## config.mk

```make
export PLATFORM = sky130hd
export DESIGN_NAME = rsie_top
export DESIGN_NICKNAME = d
export VERILOG_FILES = /design/src/rsie_pkg.sv /design/src/rsie_channel.sv /design/src/rsie_top.sv
export SDC_FILE = /design/constraint.sdc
export NUM_CORES = 1
export LEC_CHECK = 0
export BUFFER_PORTS_ARGS = -buffer_cell sky130_fd_sc_hd__buf_2
export CAP_MARGIN = 10
export CORE_ASPECT_RATIO = 1.1
export CORE_MARGIN = 1.5
export CORE_UTILIZATION = 60
export DETAILED_ROUTE_END_ITERATION = 10
export MAX_ROUTING_LAYER = met4
export PLACE_DENSITY = 0.81
export SLEW_MARGIN = 25
export SYNTH_ARGS = -nofsm -noshare
export SYNTH_HDL_FRONTEND = slang
export SYNTH_SLANG_ARGS = --single-unit
```

## constraint.sdc

```tcl
create_clock -name i_clk -period 4.6 [get_ports i_clk]
set_input_delay 0.23 -clock i_clk [delete_from_list [all_inputs] [get_ports i_clk]]
set_output_delay 0.23 -clock i_clk [all_outputs]
set_load 0.02 [all_outputs]
```

## src/rsie_pkg.sv

```systemverilog
// rsie_pkg: constants for the receive serdes interrupt enable block
// assumes the host reaches the enable register through the serial register port
package rsie_pkg;
  // ----------------------------------------
  // register map
  // ----------------------------------------
  localparam logic [5:0] RSIE_ADDR_ENABLE  = 6'h07;
  localparam logic [5:0] RSIE_ADDR_STATUS  = 6'h08;
  localparam logic [5:0] RSIE_ADDR_DATA_A  = 6'h09;
  localparam logic [5:0] RSIE_ADDR_DATA_B  = 6'h0b;
  localparam logic [7:0] RSIE_ENABLE_RESET = 8'h00;
  // ----------------------------------------
  // enable bit positions and eof length width
  // ----------------------------------------
  localparam int RSIE_BIT_UNDER_B = 7;
  localparam int RSIE_BIT_OVER_B  = 6;
  localparam int RSIE_BIT_EOF_B   = 5;
  localparam int RSIE_BIT_FULL_B  = 4;
  localparam int RSIE_BIT_UNDER_A = 3;
  localparam int RSIE_BIT_OVER_A  = 2;
  localparam int RSIE_BIT_EOF_A   = 1;
  localparam int RSIE_BIT_FULL_A  = 0;
  localparam int RSIE_EOF_LEN_W   = 3;
endpackage : rsie_pkg

```

## src/rsie_channel.sv

```systemverilog
// rsie_channel: per-channel receive data holding, full/overflow/underflow/eof detection
// assumes bit strobes come from logic on i_clk
`timescale 1ns/1ps
`default_nettype none
module rsie_channel
  import rsie_pkg::*;
(
  // clock, reset and clock enable
  input  wire logic                      i_clk,
  input  wire logic                      i_reset_n,
  input  wire logic                      i_ce,
  // receiver bit stream
  input  wire logic                      i_bit_tick,
  input  wire logic                      i_bit_valid,
  input  wire logic                      i_bit_data,
  input  wire logic [RSIE_EOF_LEN_W-1:0] i_eof_len,
  // host access
  input  wire logic                      i_data_rd,
  input  wire logic                      i_status_rd,
  // results
  output logic [7:0]                     o_data,
  output logic                           o_full_evt,
  output logic                           o_over_evt,
  output logic                           o_under_evt,
  output logic                           o_eof
);
  logic [7:0] shift;
  logic [3:0] nbits;
  logic [3:0] gap;
  logic       seen_valid;
  logic       fresh;
  logic       eof_hit;
  logic       byte_done;
  logic       load;

  // ----------------------------------------
  // frame tracking
  // ----------------------------------------
  assign byte_done = i_bit_tick && i_bit_valid && (nbits == 4'h7);
  // gap counts earlier invalid bits; eof once it reaches the programmed length
  assign eof_hit = i_bit_tick && !i_bit_valid && seen_valid &&
                   (gap >= {1'b0, i_eof_len});
  assign load = byte_done || (eof_hit && nbits != 4'h0);

  always_ff @(posedge i_clk or negedge i_reset_n) begin
    if (!i_reset_n) begin
      shift      <= 8'h00;
      nbits      <= 4'h0;
      gap        <= 4'h0;
      seen_valid <= 1'b0;
    end else if (i_ce && i_bit_tick) begin
      if (i_bit_valid) begin
        // cleared after each load so a short final byte keeps zero high bits
        shift      <= byte_done ? 8'h00 : {shift[6:0], i_bit_data};
        nbits      <= byte_done ? 4'h0 : nbits + 4'h1;
        gap        <= 4'h0;
        seen_valid <= 1'b1;
      end else if (eof_hit) begin
        shift      <= 8'h00;
        nbits      <= 4'h0;
        gap        <= 4'h0;
        seen_valid <= 1'b0;
      end else if (seen_valid && gap != 4'hf) begin
        gap <= gap + 4'h1;
      end
    end
  end

  // ----------------------------------------
  // data register and freshness
  // ----------------------------------------
  always_ff @(posedge i_clk or negedge i_reset_n) begin
    if (!i_reset_n) begin
      o_data <= 8'h00;
      fresh  <= 1'b0;
    end else if (i_ce) begin
      if (load) begin
        o_data <= byte_done ? {shift[6:0], i_bit_data} : shift;
        fresh  <= 1'b1; // load beats a same-cycle read
      end else if (i_data_rd) begin
        fresh <= 1'b0;
      end
    end
  end

  // ----------------------------------------
  // events and eof level
  // ----------------------------------------
  always_ff @(posedge i_clk or negedge i_reset_n) begin
    if (!i_reset_n) begin
      o_full_evt  <= 1'b0;
      o_over_evt  <= 1'b0;
      o_under_evt <= 1'b0;
      o_eof       <= 1'b0;
    end else if (i_ce) begin
      o_full_evt  <= load;
      o_over_evt  <= load && fresh && !i_data_rd;
      o_under_evt <= i_data_rd && !fresh && !load;
      // new eof wins over a same-cycle status read
      if (eof_hit) o_eof <= 1'b1;
      else if (i_status_rd) o_eof <= 1'b0;
    end
  end
endmodule : rsie_channel
`default_nettype wire

```

## src/rsie_top.sv

```systemverilog
// rsie_top: receive serdes interrupt enable register and interrupt gating
// assumes a register port decoder supplies single-cycle read/write strobes on i_clk
// What this block does
// - enable bit 7 gates channel B underflow onto the interrupt request.
// - reading channel B data register is where underflow is detected.
// - enable bit 6 gates channel B overflow onto the interrupt request.
// - overflow when new data loads before previous contents were read.
// - enable bit 5 gates channel B end of frame onto interrupt.
// - end-of-frame request stays asserted until the receive status register is read.
// - end of frame after a valid bit, once invalid bits exceed length.
// - length zero gives end of frame on first invalid bit.
// - reading the receive status register clears end of frame.
// - enable bit 4 gates channel B full event onto interrupt.
// - full event on every transfer into data register, partial bytes too.
// - end of frame moves pending received bits into data register.
`timescale 1ns/1ps
`default_nettype none
module rsie_top
  import rsie_pkg::*;
(
  // clock, reset, enable
  input  wire logic                      i_clk,
  input  wire logic                      i_reset_n,
  input  wire logic                      i_ce,
  // register port
  input  wire logic [5:0]                i_reg_addr,
  input  wire logic                      i_reg_wr,
  input  wire logic                      i_reg_rd,
  input  wire logic [7:0]                i_reg_wdata,
  output logic [7:0]                     o_reg_rdata,
  // receivers
  input  wire logic [RSIE_EOF_LEN_W-1:0] i_eof_len,
  input  wire logic [1:0]                i_bit_tick,
  input  wire logic [1:0]                i_bit_valid,
  input  wire logic [1:0]                i_bit_data,
  // interrupt
  output logic                           o_irq,
  output logic [1:0]                     o_eof
);
  logic [7:0] enable;
  logic [1:0] full_evt;
  logic [1:0] over_evt;
  logic [1:0] under_evt;
  logic [7:0] data_q [2];
  logic [1:0] data_rd;
  logic       status_rd;
  logic [7:0] pend;

  assign status_rd  = i_reg_rd && (i_reg_addr == RSIE_ADDR_STATUS);
  assign data_rd[0] = i_reg_rd && (i_reg_addr == RSIE_ADDR_DATA_A);
  assign data_rd[1] = i_reg_rd && (i_reg_addr == RSIE_ADDR_DATA_B);

  // ----------------------------------------
  // channels: index 0 is A, 1 is B
  // ----------------------------------------
  for (genvar c = 0; c < 2; c++) begin : g_ch
    rsie_channel u_ch (
      .i_clk       (i_clk),
      .i_reset_n   (i_reset_n),
      .i_ce        (i_ce),
      .i_bit_tick  (i_bit_tick[c]),
      .i_bit_valid (i_bit_valid[c]),
      .i_bit_data  (i_bit_data[c]),
      .i_eof_len   (i_eof_len),
      .i_data_rd   (data_rd[c]),
      .i_status_rd (status_rd),
      .o_data      (data_q[c]),
      .o_full_evt  (full_evt[c]),
      .o_over_evt  (over_evt[c]),
      .o_under_evt (under_evt[c]),
      .o_eof       (o_eof[c])
    );
  end

  // ----------------------------------------
  // enable register
  // ----------------------------------------
  always_ff @(posedge i_clk or negedge i_reset_n) begin
    if (!i_reset_n) begin
      enable <= RSIE_ENABLE_RESET;
    end else if (i_ce && i_reg_wr && i_reg_addr == RSIE_ADDR_ENABLE) begin
      enable <= i_reg_wdata;
    end
  end

  always_ff @(posedge i_clk or negedge i_reset_n) begin
    if (!i_reset_n) begin
      o_reg_rdata <= 8'h00;
    end else if (i_ce && i_reg_rd) begin
      unique case (i_reg_addr)
        RSIE_ADDR_ENABLE: o_reg_rdata <= enable;
        RSIE_ADDR_DATA_A: o_reg_rdata <= data_q[0];
        RSIE_ADDR_DATA_B: o_reg_rdata <= data_q[1];
        default:          o_reg_rdata <= 8'h00;
      endcase
    end
  end

  // ----------------------------------------
  // interrupt gating
  // ----------------------------------------
  // events are one-cycle pulses; the status register that latches them lives elsewhere
  always_comb begin
    pend = 8'h00;
    pend[RSIE_BIT_UNDER_B] = under_evt[1] & enable[RSIE_BIT_UNDER_B];
    pend[RSIE_BIT_OVER_B]  = over_evt[1]  & enable[RSIE_BIT_OVER_B];
    pend[RSIE_BIT_EOF_B]   = o_eof[1]     & enable[RSIE_BIT_EOF_B];
    pend[RSIE_BIT_FULL_B]  = full_evt[1]  & enable[RSIE_BIT_FULL_B];
    pend[RSIE_BIT_UNDER_A] = under_evt[0] & enable[RSIE_BIT_UNDER_A];
    pend[RSIE_BIT_OVER_A]  = over_evt[0]  & enable[RSIE_BIT_OVER_A];
    pend[RSIE_BIT_EOF_A]   = o_eof[0]     & enable[RSIE_BIT_EOF_A];
    pend[RSIE_BIT_FULL_A]  = full_evt[0]  & enable[RSIE_BIT_FULL_A];
  end

  assign o_irq = |pend;
endmodule : rsie_top
`default_nettype wire

```

==> results of run 1 <==
==> registers in the layout (all words and copies together), names as in the netlist <==
name                   flops
g_ch.u_ch.o_data          16
g_ch.u_ch.shift           16
enable                     8
g_ch.u_ch.gap              8
g_ch.u_ch.nbits            8
o_reg_rdata                8
g_ch.u_ch.fresh            2
g_ch.u_ch.o_eof            2
g_ch.u_ch.o_full_evt       2
g_ch.u_ch.o_over_evt       2
g_ch.u_ch.o_under_evt      2
g_ch.u_ch.seen_valid       2
==> final timing paths <==
kind | start | end | slack [ns] | cells past startpoint
min | i_reg_wdata[1] | enable[1] | 0.09 | 2
max in group asynchronous | i_reset_n | g_ch[0].u_ch.o_full_evt | 3.37 | 3
min reg2reg | g_ch[1].u_ch.o_full_evt | g_ch[1].u_ch.o_full_evt | 0.49 | 1
min in group asynchronous | i_reset_n | g_ch[1].u_ch.gap[0] | 0.41 | 2
max | g_ch[1].u_ch.gap[2] | g_ch[1].u_ch.nbits[0] | 2.17 | 5
max reg2reg | g_ch[1].u_ch.gap[2] | g_ch[1].u_ch.nbits[0] | 2.17 | 5
==> cell type report <==
| cell class | count | area (um2) |
|---|---|---|
| Clock buffer | 9 | 124 |
| Clock inverter | 7 | 83.8 |
| Fill cell | 470 | 1940 |
| Inverter | 22 | 82.6 |
| Multi-Input combinational cell | 214 | 1710 |
| Sequential cell | 76 | 1900 |
| Tap cell | 80 | 100 |
| Timing Repair Buffer | 40 | 210 |
==> power by group through the flow <==
stage / sequential [uW] / combinational (uW) / clock [uW]
floorplan: 966 / 456 / 0
detailed placement: 1010 / 553 / 0
CTS: 1000 / 556 / 533
global placement: 1000 / 523 / 0
finish: 1000 / 552 / 529
global route: 1030 / 622 / 559
==> cells in the final DEF, fill, tap and decap left out, drive strengths merged, types with 3 or more instances in the layout <==
cell,n
a211o,4
nor2,6
o21ai,11
a31oi,10
nand3,8
inv,24
mux2,26
a22o,21
buf,39
nand4,4
nand2b,3
and3,5
dfrtp,76
a22oi,12
or2,3
a21o,4
ha,12
clkinv,3
o221ai,8
nor3b,6
or3,3
clkbuf,9
nand2,30
o32ai,10
==> logic make-up after synthesis <==
logic type / after synthesis
simple gates: 79
fa+ha+maj: 12
compound gates: 95
mux: 28
buf+inv: 43
flops: 76
==> metal layers <==
layer	global-route usage [%]	wire length, um	up-vias
met1	32.6	3340	1398
met2	42.4	4070	67
met4	11.0	117	0
li1	-	-	1310
met3	3.58	312	13
met5	-	0	-
==> worst reg2reg max path, cell delays in order, from the launching register on <==
cell                      delay (ns)
sky130_fd_sc_hd__dfrtp_1        0.43
sky130_fd_sc_hd__ha_1           0.32
sky130_fd_sc_hd__a211o_1        0.31
sky130_fd_sc_hd__a31oi_2        0.61
sky130_fd_sc_hd__o21a_1         0.48
sky130_fd_sc_hd__mux2_2         0.24
==> metrics by stage <==
stage / total power, uW / hold slack, ns / setup WS [ns] / util [%]
3_3_place_gp: 1520 / 0.445 / 2.27 / 64.8
2_1_floorplan: 1420 / -0.0656 / 2.63 / -
6_report: 2090 / 0.0908 / 2.17 / 68.5
5_1_grt: 2210 / 0.0810 / 2.03 / 68.5
4_1_cts: 2090 / 0.0809 / 2.16 / 68.2
3_5_place_dp: 1570 / 0.459 / 2.19 / 64.8
==> repair_timing <==
item / 4_1_cts / 5_1_grt
hold buffers: 0 / 1
setup buffers: 0 / 0
endpoints found under the setup margin: 0 / 0
hold endpoints to repair: 0 / 45
==> summary.txt, run 1 <==
Switching Fraction: 34.2%
Number of nets in the synthesized netlist: 373
Sequential share of power: 48.1%
TritonCTS clock tree: built
Most used flip-flop cell after synthesis: sky130_fd_sc_hd__dfrtp_1
Class of the tightest hold or removal check: in -> reg
Post-CTS resize count: 0
CP Data Required Time: 4.89 ns
Crit-path leading delay family: compound AO/OA/AOI/OAI gates
Relative max-transition margin: 49.7%
Area of the core: 6160 um2
Global routing usage summed across all routing layers: 26.0%
Clock root buffer: sky130_fd_sc_hd__clkbuf_8
Top cell type's share of synthesized area: 49.8%
Initial Util: 62.1%
Critical Path End Type: flop
Post-route insts no fill: 448
Fin Clk Skew: 0.00974 ns
Pin count of the biggest net entering global routing: 47
Kind of launch point of the worst setup path: flop
Number of buffer cells added on primary ports: 38
Asr flop ratio synth: 100%
Share of cells above drive strength 1: 21.7%
Critical path class: reg -> reg
First-pass GRT wire length: 13300 um
RSZ-0062 raised after global routing: no
Synthesized-area fraction occupied by and/or/nand/nor cells: 10.9%
Compound-gate portion of the synthesized area: 20.1%
Detailed-route via count: 2788
Post-synthesis register bit count: 76
WL/cell: 17.5 um
Worst Max-Slew Pin Slew: 0.752 ns
Detailed Route Iter0 Violations: 162
Number of distinct standard cells referenced by the synthesized netlist: 54
Proportion of power drawn by the clock network: 25.4%
Internal Dissipation: 1370 uW
Number of maximum-capacitance constraint violations: 0
Number of H-tree levels: 3
Minimum clock period after layout: 2.43 ns
Die width: 79.1 um
Cell Pwr Density: 495 nW/um2
Antenna diodes: 0
Num CTS Buffers: 9
HPWL reported at the end of detailed placement: 5650 um
CP max stage cell: sky130_fd_sc_hd__a31oi_2
Cell Area, Placed: 3990 um2
Cells after DPL: 431
Combined buffer and inverter count along the critical path: 0
Length of the first detailed-routing pass in iterations: 4
Upper clock frequency limit: 411 MHz
Number of max-slew violations in the final report: 0
Cell count after synthesis: 333
Most numerous cell in the Yosys netlist: sky130_fd_sc_hd__dfrtp_1
Max VDD drop: 0.310 mV
Die area: 6860 um2
Post-synth top cells: 76 x sky130_fd_sc_hd__dfrtp_1, 29 x sky130_fd_sc_hd__nand2_1, 21 x sky130_fd_sc_hd__a22o_1, 21 x sky130_fd_sc_hd__inv_1, 16 x sky130_fd_sc_hd__mux2_4
Share of the synthesized netlist area taken by xor and xnor gates: 0%
Final weighted congestion in routability-driven placement: 0.844
Clock transition at the registers of the reported paths: 0.09 ns
Data arrival at the endpoint of the critical path: 2.72 ns
Final hold vios: 0
Fin area: 4220 um2
Worst stage delay on the critical path: 0.61 ns
Cell Chain, Critical Path: ha_1 > a211o_1 > a31oi_2 > o21a_1 > mux2_2
Multiplexer share of the synthesized area: 9.76%
Dominant combinational cell family by area after synthesis: compound AO/OA/AOI/OAI gates
Crit-path max FO: 17
Cell types with the largest area share after synthesis: sky130_fd_sc_hd__dfrtp_1 50%, sky130_fd_sc_hd__mux2_4 6.3%, sky130_fd_sc_hd__a22o_1 4.8%
Wirelength, routed: 7840 um
Run status: completed
Final worst path period share: 52.9%
Fraction of the yosys area taken by sequential cells: 49.8%
Num Clock Sinks: 76
Accumulated negative setup slack: 0 ns
DRC violation count after routing: 0
Leakage component of the power: 0.00204 uW
Worst-Skew Late Latency: 0.35 ns
Yosys synthesis warning count: 0
Via density per instance: 6.22
Bufs on Longest Clock Path: 2
Final Net Count: 403
Number of global-route vias before repair: 2754
Top-level I/O count: 39
Area share of fa/ha/maj cells after synthesis: 3.93%
Remaining antenna violation count after routing: 0
Final Setup Violations: 0
Reported net switching power: 713 uW
Cell area after synthesis: 3820 um2
Global-route congestion overflow total: 0
Vertical extent of the die: 86.7 um
Avg Synthesized Cell Area: 11.5 um2
Area overhead of the layout relative to synthesis: 10.3%
Number of cell rows: 30
Antenna violations before repair: 0
Count of flip-flops with a built-in enable after synthesis: 0
Leading area contributor after synthesis: sky130_fd_sc_hd__dfrtp_1
Logic gate share of total power: 26.5%
(Power assumes the default switching activity.)
==> run 2: changes to the inputs <==
Settings changed: ABC_AREA set to 1, CORE_UTILIZATION 60 to 59, PLACE_DENSITY 0.81 to 0.8.
Clock period 4.6 ns to 2.4 ns, I/O delays scaled along.
==> summary.txt, run 2 <==
Number of cells traversed by the worst hold path: 3
Hold Startpoint: i_reg_wdata[1]
Sequential share of power: 48.7%
Yosys synthesis warning count: 0
Number of cell rows: 31
Class of the tightest hold or removal check: in -> reg
Final hold vios: 0
Avg Synthesized Cell Area: 8.03 um2
Combined buffer and inverter count along the critical path: 1
Detailed Route Iter0 Violations: 265
Final worst path period share: 77.7%
Final Net Count: 580
Share of cells above drive strength 1: 16.0%
Worst-Skew Late Latency: 0.34 ns
R2R setup slack: 0.53 ns
Switching Fraction: 31.5%
Cell repeated most along the worst path: sky130_fd_sc_hd__nand2_1
Cell count after synthesis: 503
Overall Power: 3550 uW
Crit-path max FO: 11
Number of nets in the synthesized netlist: 543
Worst Reg-to-Reg Cells: 10
Pin count of the biggest net entering global routing: 77
Logic gate share of total power: 20.9%
Final Setup Violations: 0
Number of distinct standard cells referenced by the synthesized netlist: 33
CP max stage cell: sky130_fd_sc_hd__dfrtp_1
Asr flop ratio synth: 100%
Leading area contributor after synthesis: sky130_fd_sc_hd__dfrtp_1
Post-synthesis register bit count: 76
Global routing usage summed across all routing layers: 24.6%
Max VDD drop: 0.404 mV
Via density per instance: 5.28
Vertical extent of the die: 89.8 um
Number of H-tree levels: 3
WL/cell: 12.9 um
Cell Pwr Density: 796 nW/um2
Cell area after synthesis: 4040 um2
Worst r2r dst: g_ch[1].u_ch.o_data[3]
Critical path class: reg -> reg
Run status: completed
Initial Util: 61.3%
Top flop regs: g_ch.u_ch.o_data: 16 flops, g_ch.u_ch.shift: 16 flops
DRC violation count after routing: 0
Most numerous cell in the Yosys netlist: sky130_fd_sc_hd__nand2_1
CP Data Required Time: 2.64 ns
Beginning of the critical path: g_ch[1].u_ch.gap[2]
Reported net switching power: 1120 uW
Number of buffer cells added on primary ports: 38
Accumulated negative setup slack: 0 ns
HPWL reported at the end of detailed placement: 5850 um
Crit-path leading delay family: simple AND/OR/NAND/NOR gates
Commonest cells after routing, fill and taps aside: 179 x sky130_fd_sc_hd__nand2_1, 76 x sky130_fd_sc_hd__dfrtp_1, 58 x sky130_fd_sc_hd__inv_1
Proportion of power drawn by the clock network: 30.4%
Critical Path End Type: flop
Area of the core: 6590 um2
Antenna diodes: 0
Die area: 7360 um2
Data arrival at the endpoint of the critical path: 2.10 ns
Bufs on Longest Clock Path: 2
Die width: 81.9 um
Number of logic stages on the critical path including buffering: 10
Leakage component of the power: 0.00234 uW
Kind of launch point of the worst setup path: flop
Number of maximum-capacitance constraint violations: 0
Post-CTS resize count: 0
Hold-critical path endpoint: enable[1]
Fin Clk Skew: 0.00420 ns
Global-route congestion overflow total: 0
Post-synth top cells: 179 x sky130_fd_sc_hd__nand2_1, 76 x sky130_fd_sc_hd__dfrtp_1, 58 x sky130_fd_sc_hd__inv_1, 45 x sky130_fd_sc_hd__nand3_1, 26 x sky130_fd_sc_hd__o21ai_0
RSZ-0062 raised after global routing: no
Top-level I/O count: 39
Clock transition at the registers of the reported paths: 0.08 ns
Num Clock Sinks: 76
Fraction of the yosys area taken by sequential cells: 47.1%
Most used flip-flop cell after synthesis: sky130_fd_sc_hd__dfrtp_1
Wirelength, routed: 8100 um
First-pass GRT wire length: 13700 um
Cell Chain, Critical Path: ha_1 > inv_1 > nor2_1 > nand2_1 > nand3_1 > nand3_1 > nand2_1 > nand2_2 > nand2_1 > nand2_1
Relative max-transition margin: 53.4%
Length of the first detailed-routing pass in iterations: 4
Minimum clock period after layout: 1.87 ns
Top cell type's share of synthesized area: 47.1%
Startpoint of the most critical register-to-register path: g_ch[1].u_ch.gap[2]
Upper clock frequency limit: 536 MHz
Antenna violations before repair: 0
Cell types with the largest area share after synthesis: sky130_fd_sc_hd__dfrtp_1 47%, sky130_fd_sc_hd__nand2_1 17%, sky130_fd_sc_hd__nand3_1 5.6%
Commonest non-fill, non-tap cell in the layout: sky130_fd_sc_hd__nand2_1
TritonCTS clock tree: built
Worst stage delay on the critical path: 0.43 ns
Final weighted congestion in routability-driven placement: 0.929
Clock root buffer: sky130_fd_sc_hd__clkbuf_8
Area overhead of the layout relative to synthesis: 10.5%
Num CTS Buffers: 9
Remaining antenna violation count after routing: 0
Worst Max-Slew Pin Slew: 0.699 ns
Number of global-route vias before repair: 3122
Number of max-slew violations in the final report: 0
Internal Dissipation: 2440 uW
Count of flip-flops with a built-in enable after synthesis: 0
Detailed-route via count: 3312
[run 2: cell types whose count changed after synthesis, moves of 10 or more]
| cell | delta |
|---|---|
| sky130_fd_sc_hd__inv_1 | +37 |
| sky130_fd_sc_hd__nand2_2 | +10 |
| sky130_fd_sc_hd__a22o_1 | -21 |
| sky130_fd_sc_hd__o21ai_1 | +21 |
| sky130_fd_sc_hd__mux2_4 | -16 |
| sky130_fd_sc_hd__o21ai_0 | +15 |
| sky130_fd_sc_hd__nand3_1 | +37 |
| sky130_fd_sc_hd__a22oi_1 | -12 |
| sky130_fd_sc_hd__o32ai_1 | -10 |
| sky130_fd_sc_hd__nand2_1 | +150 |
[run 2: cell families (layout without fill, tap and decap cells)]
| kind of cell | Yosys count | in the layout | share of synthesized area [%] |
|---|---|---|---|
| compound gates | 65 | 65 | 9.23 |
| fa+ha+maj | 12 | 12 | 3.72 |
| buf+inv | 77 | 119 | 8.70 |
| flops | 76 | 76 | 47.1 |
| simple gates | 265 | 265 | 29.6 |
| xor+xnor | 8 | 8 | 1.73 |
[run 2: stage by stage]
step	util (%)	hold slack (ns)	cells	setup WS, ns	cell area (um2)
final	67.7	0.0160	627	0.535	4460
after global routing	67.7	0.0105	627	0.316	4460
after CTS	67.6	0.00993	627	0.513	4460
after detailed placement	64.2	0.329	610	0.564	4230
after global placement	64.2	0.328	610	0.637	4230
after floorplan	-	-0.176	503	0.866	4040
[run 2: cell type report]
type / instances / area (um2)
Clock buffer: 12 / 145
Inverter: 62 / 233
Sequential cell: 76 / 1900
Timing Repair Buffer: 41 / 221
Multi-Input combinational cell: 350 / 1790
Tap cell: 82 / 103
Clock inverter: 4 / 72.6
Fill cell: 533 / 2130
[run 2: per-layer routing]
layer / routed length, um / global-route usage [%] / up-vias
li1: - / - / 1685
met1: 3730 / 32.5 / 1516
met2: 3720 / 36.5 / 88
met3: 415 / 5.58 / 23
met4: 227 / 9.60 / 0
met5: 0 / - / -
[run 2: tightest hold or removal path: cells and delay by family]
kind	cells	cell delay [ns]
AO/OA/AOI/OAI	1	0.06
buffers and inverters	2	0.14
[run 2: worst max path at each step]
stage | end | slack, ns
after global routing | g_ch[1].u_ch.o_data[5] | 0.32
after CTS | g_ch[1].u_ch.o_data[3] | 0.51
after floorplan | g_ch[1].u_ch.shift[2] | 0.87
after global placement | g_ch[1].u_ch.o_data[6] | 0.64
final | g_ch[1].u_ch.o_data[3] | 0.53
after detailed placement | g_ch[1].u_ch.o_data[3] | 0.56
[run 2: what timing repair did]
item / 4_1_cts / 5_1_grt
hold endpoints to repair: 76 / 0
setup endpoints to repair: 0 / 0
hold buffers: 1 / 0
buffers inserted: 0 / 0
[run 2: power groups by stage]
stage	Clock [uW]	Sequential [uW]	Combinational, uW
floorplan	0	1700	590
global placement	0	1740	715
detailed placement	0	1750	748
CTS	1100	1730	755
global route	1150	1770	873
finish	1080	1730	744
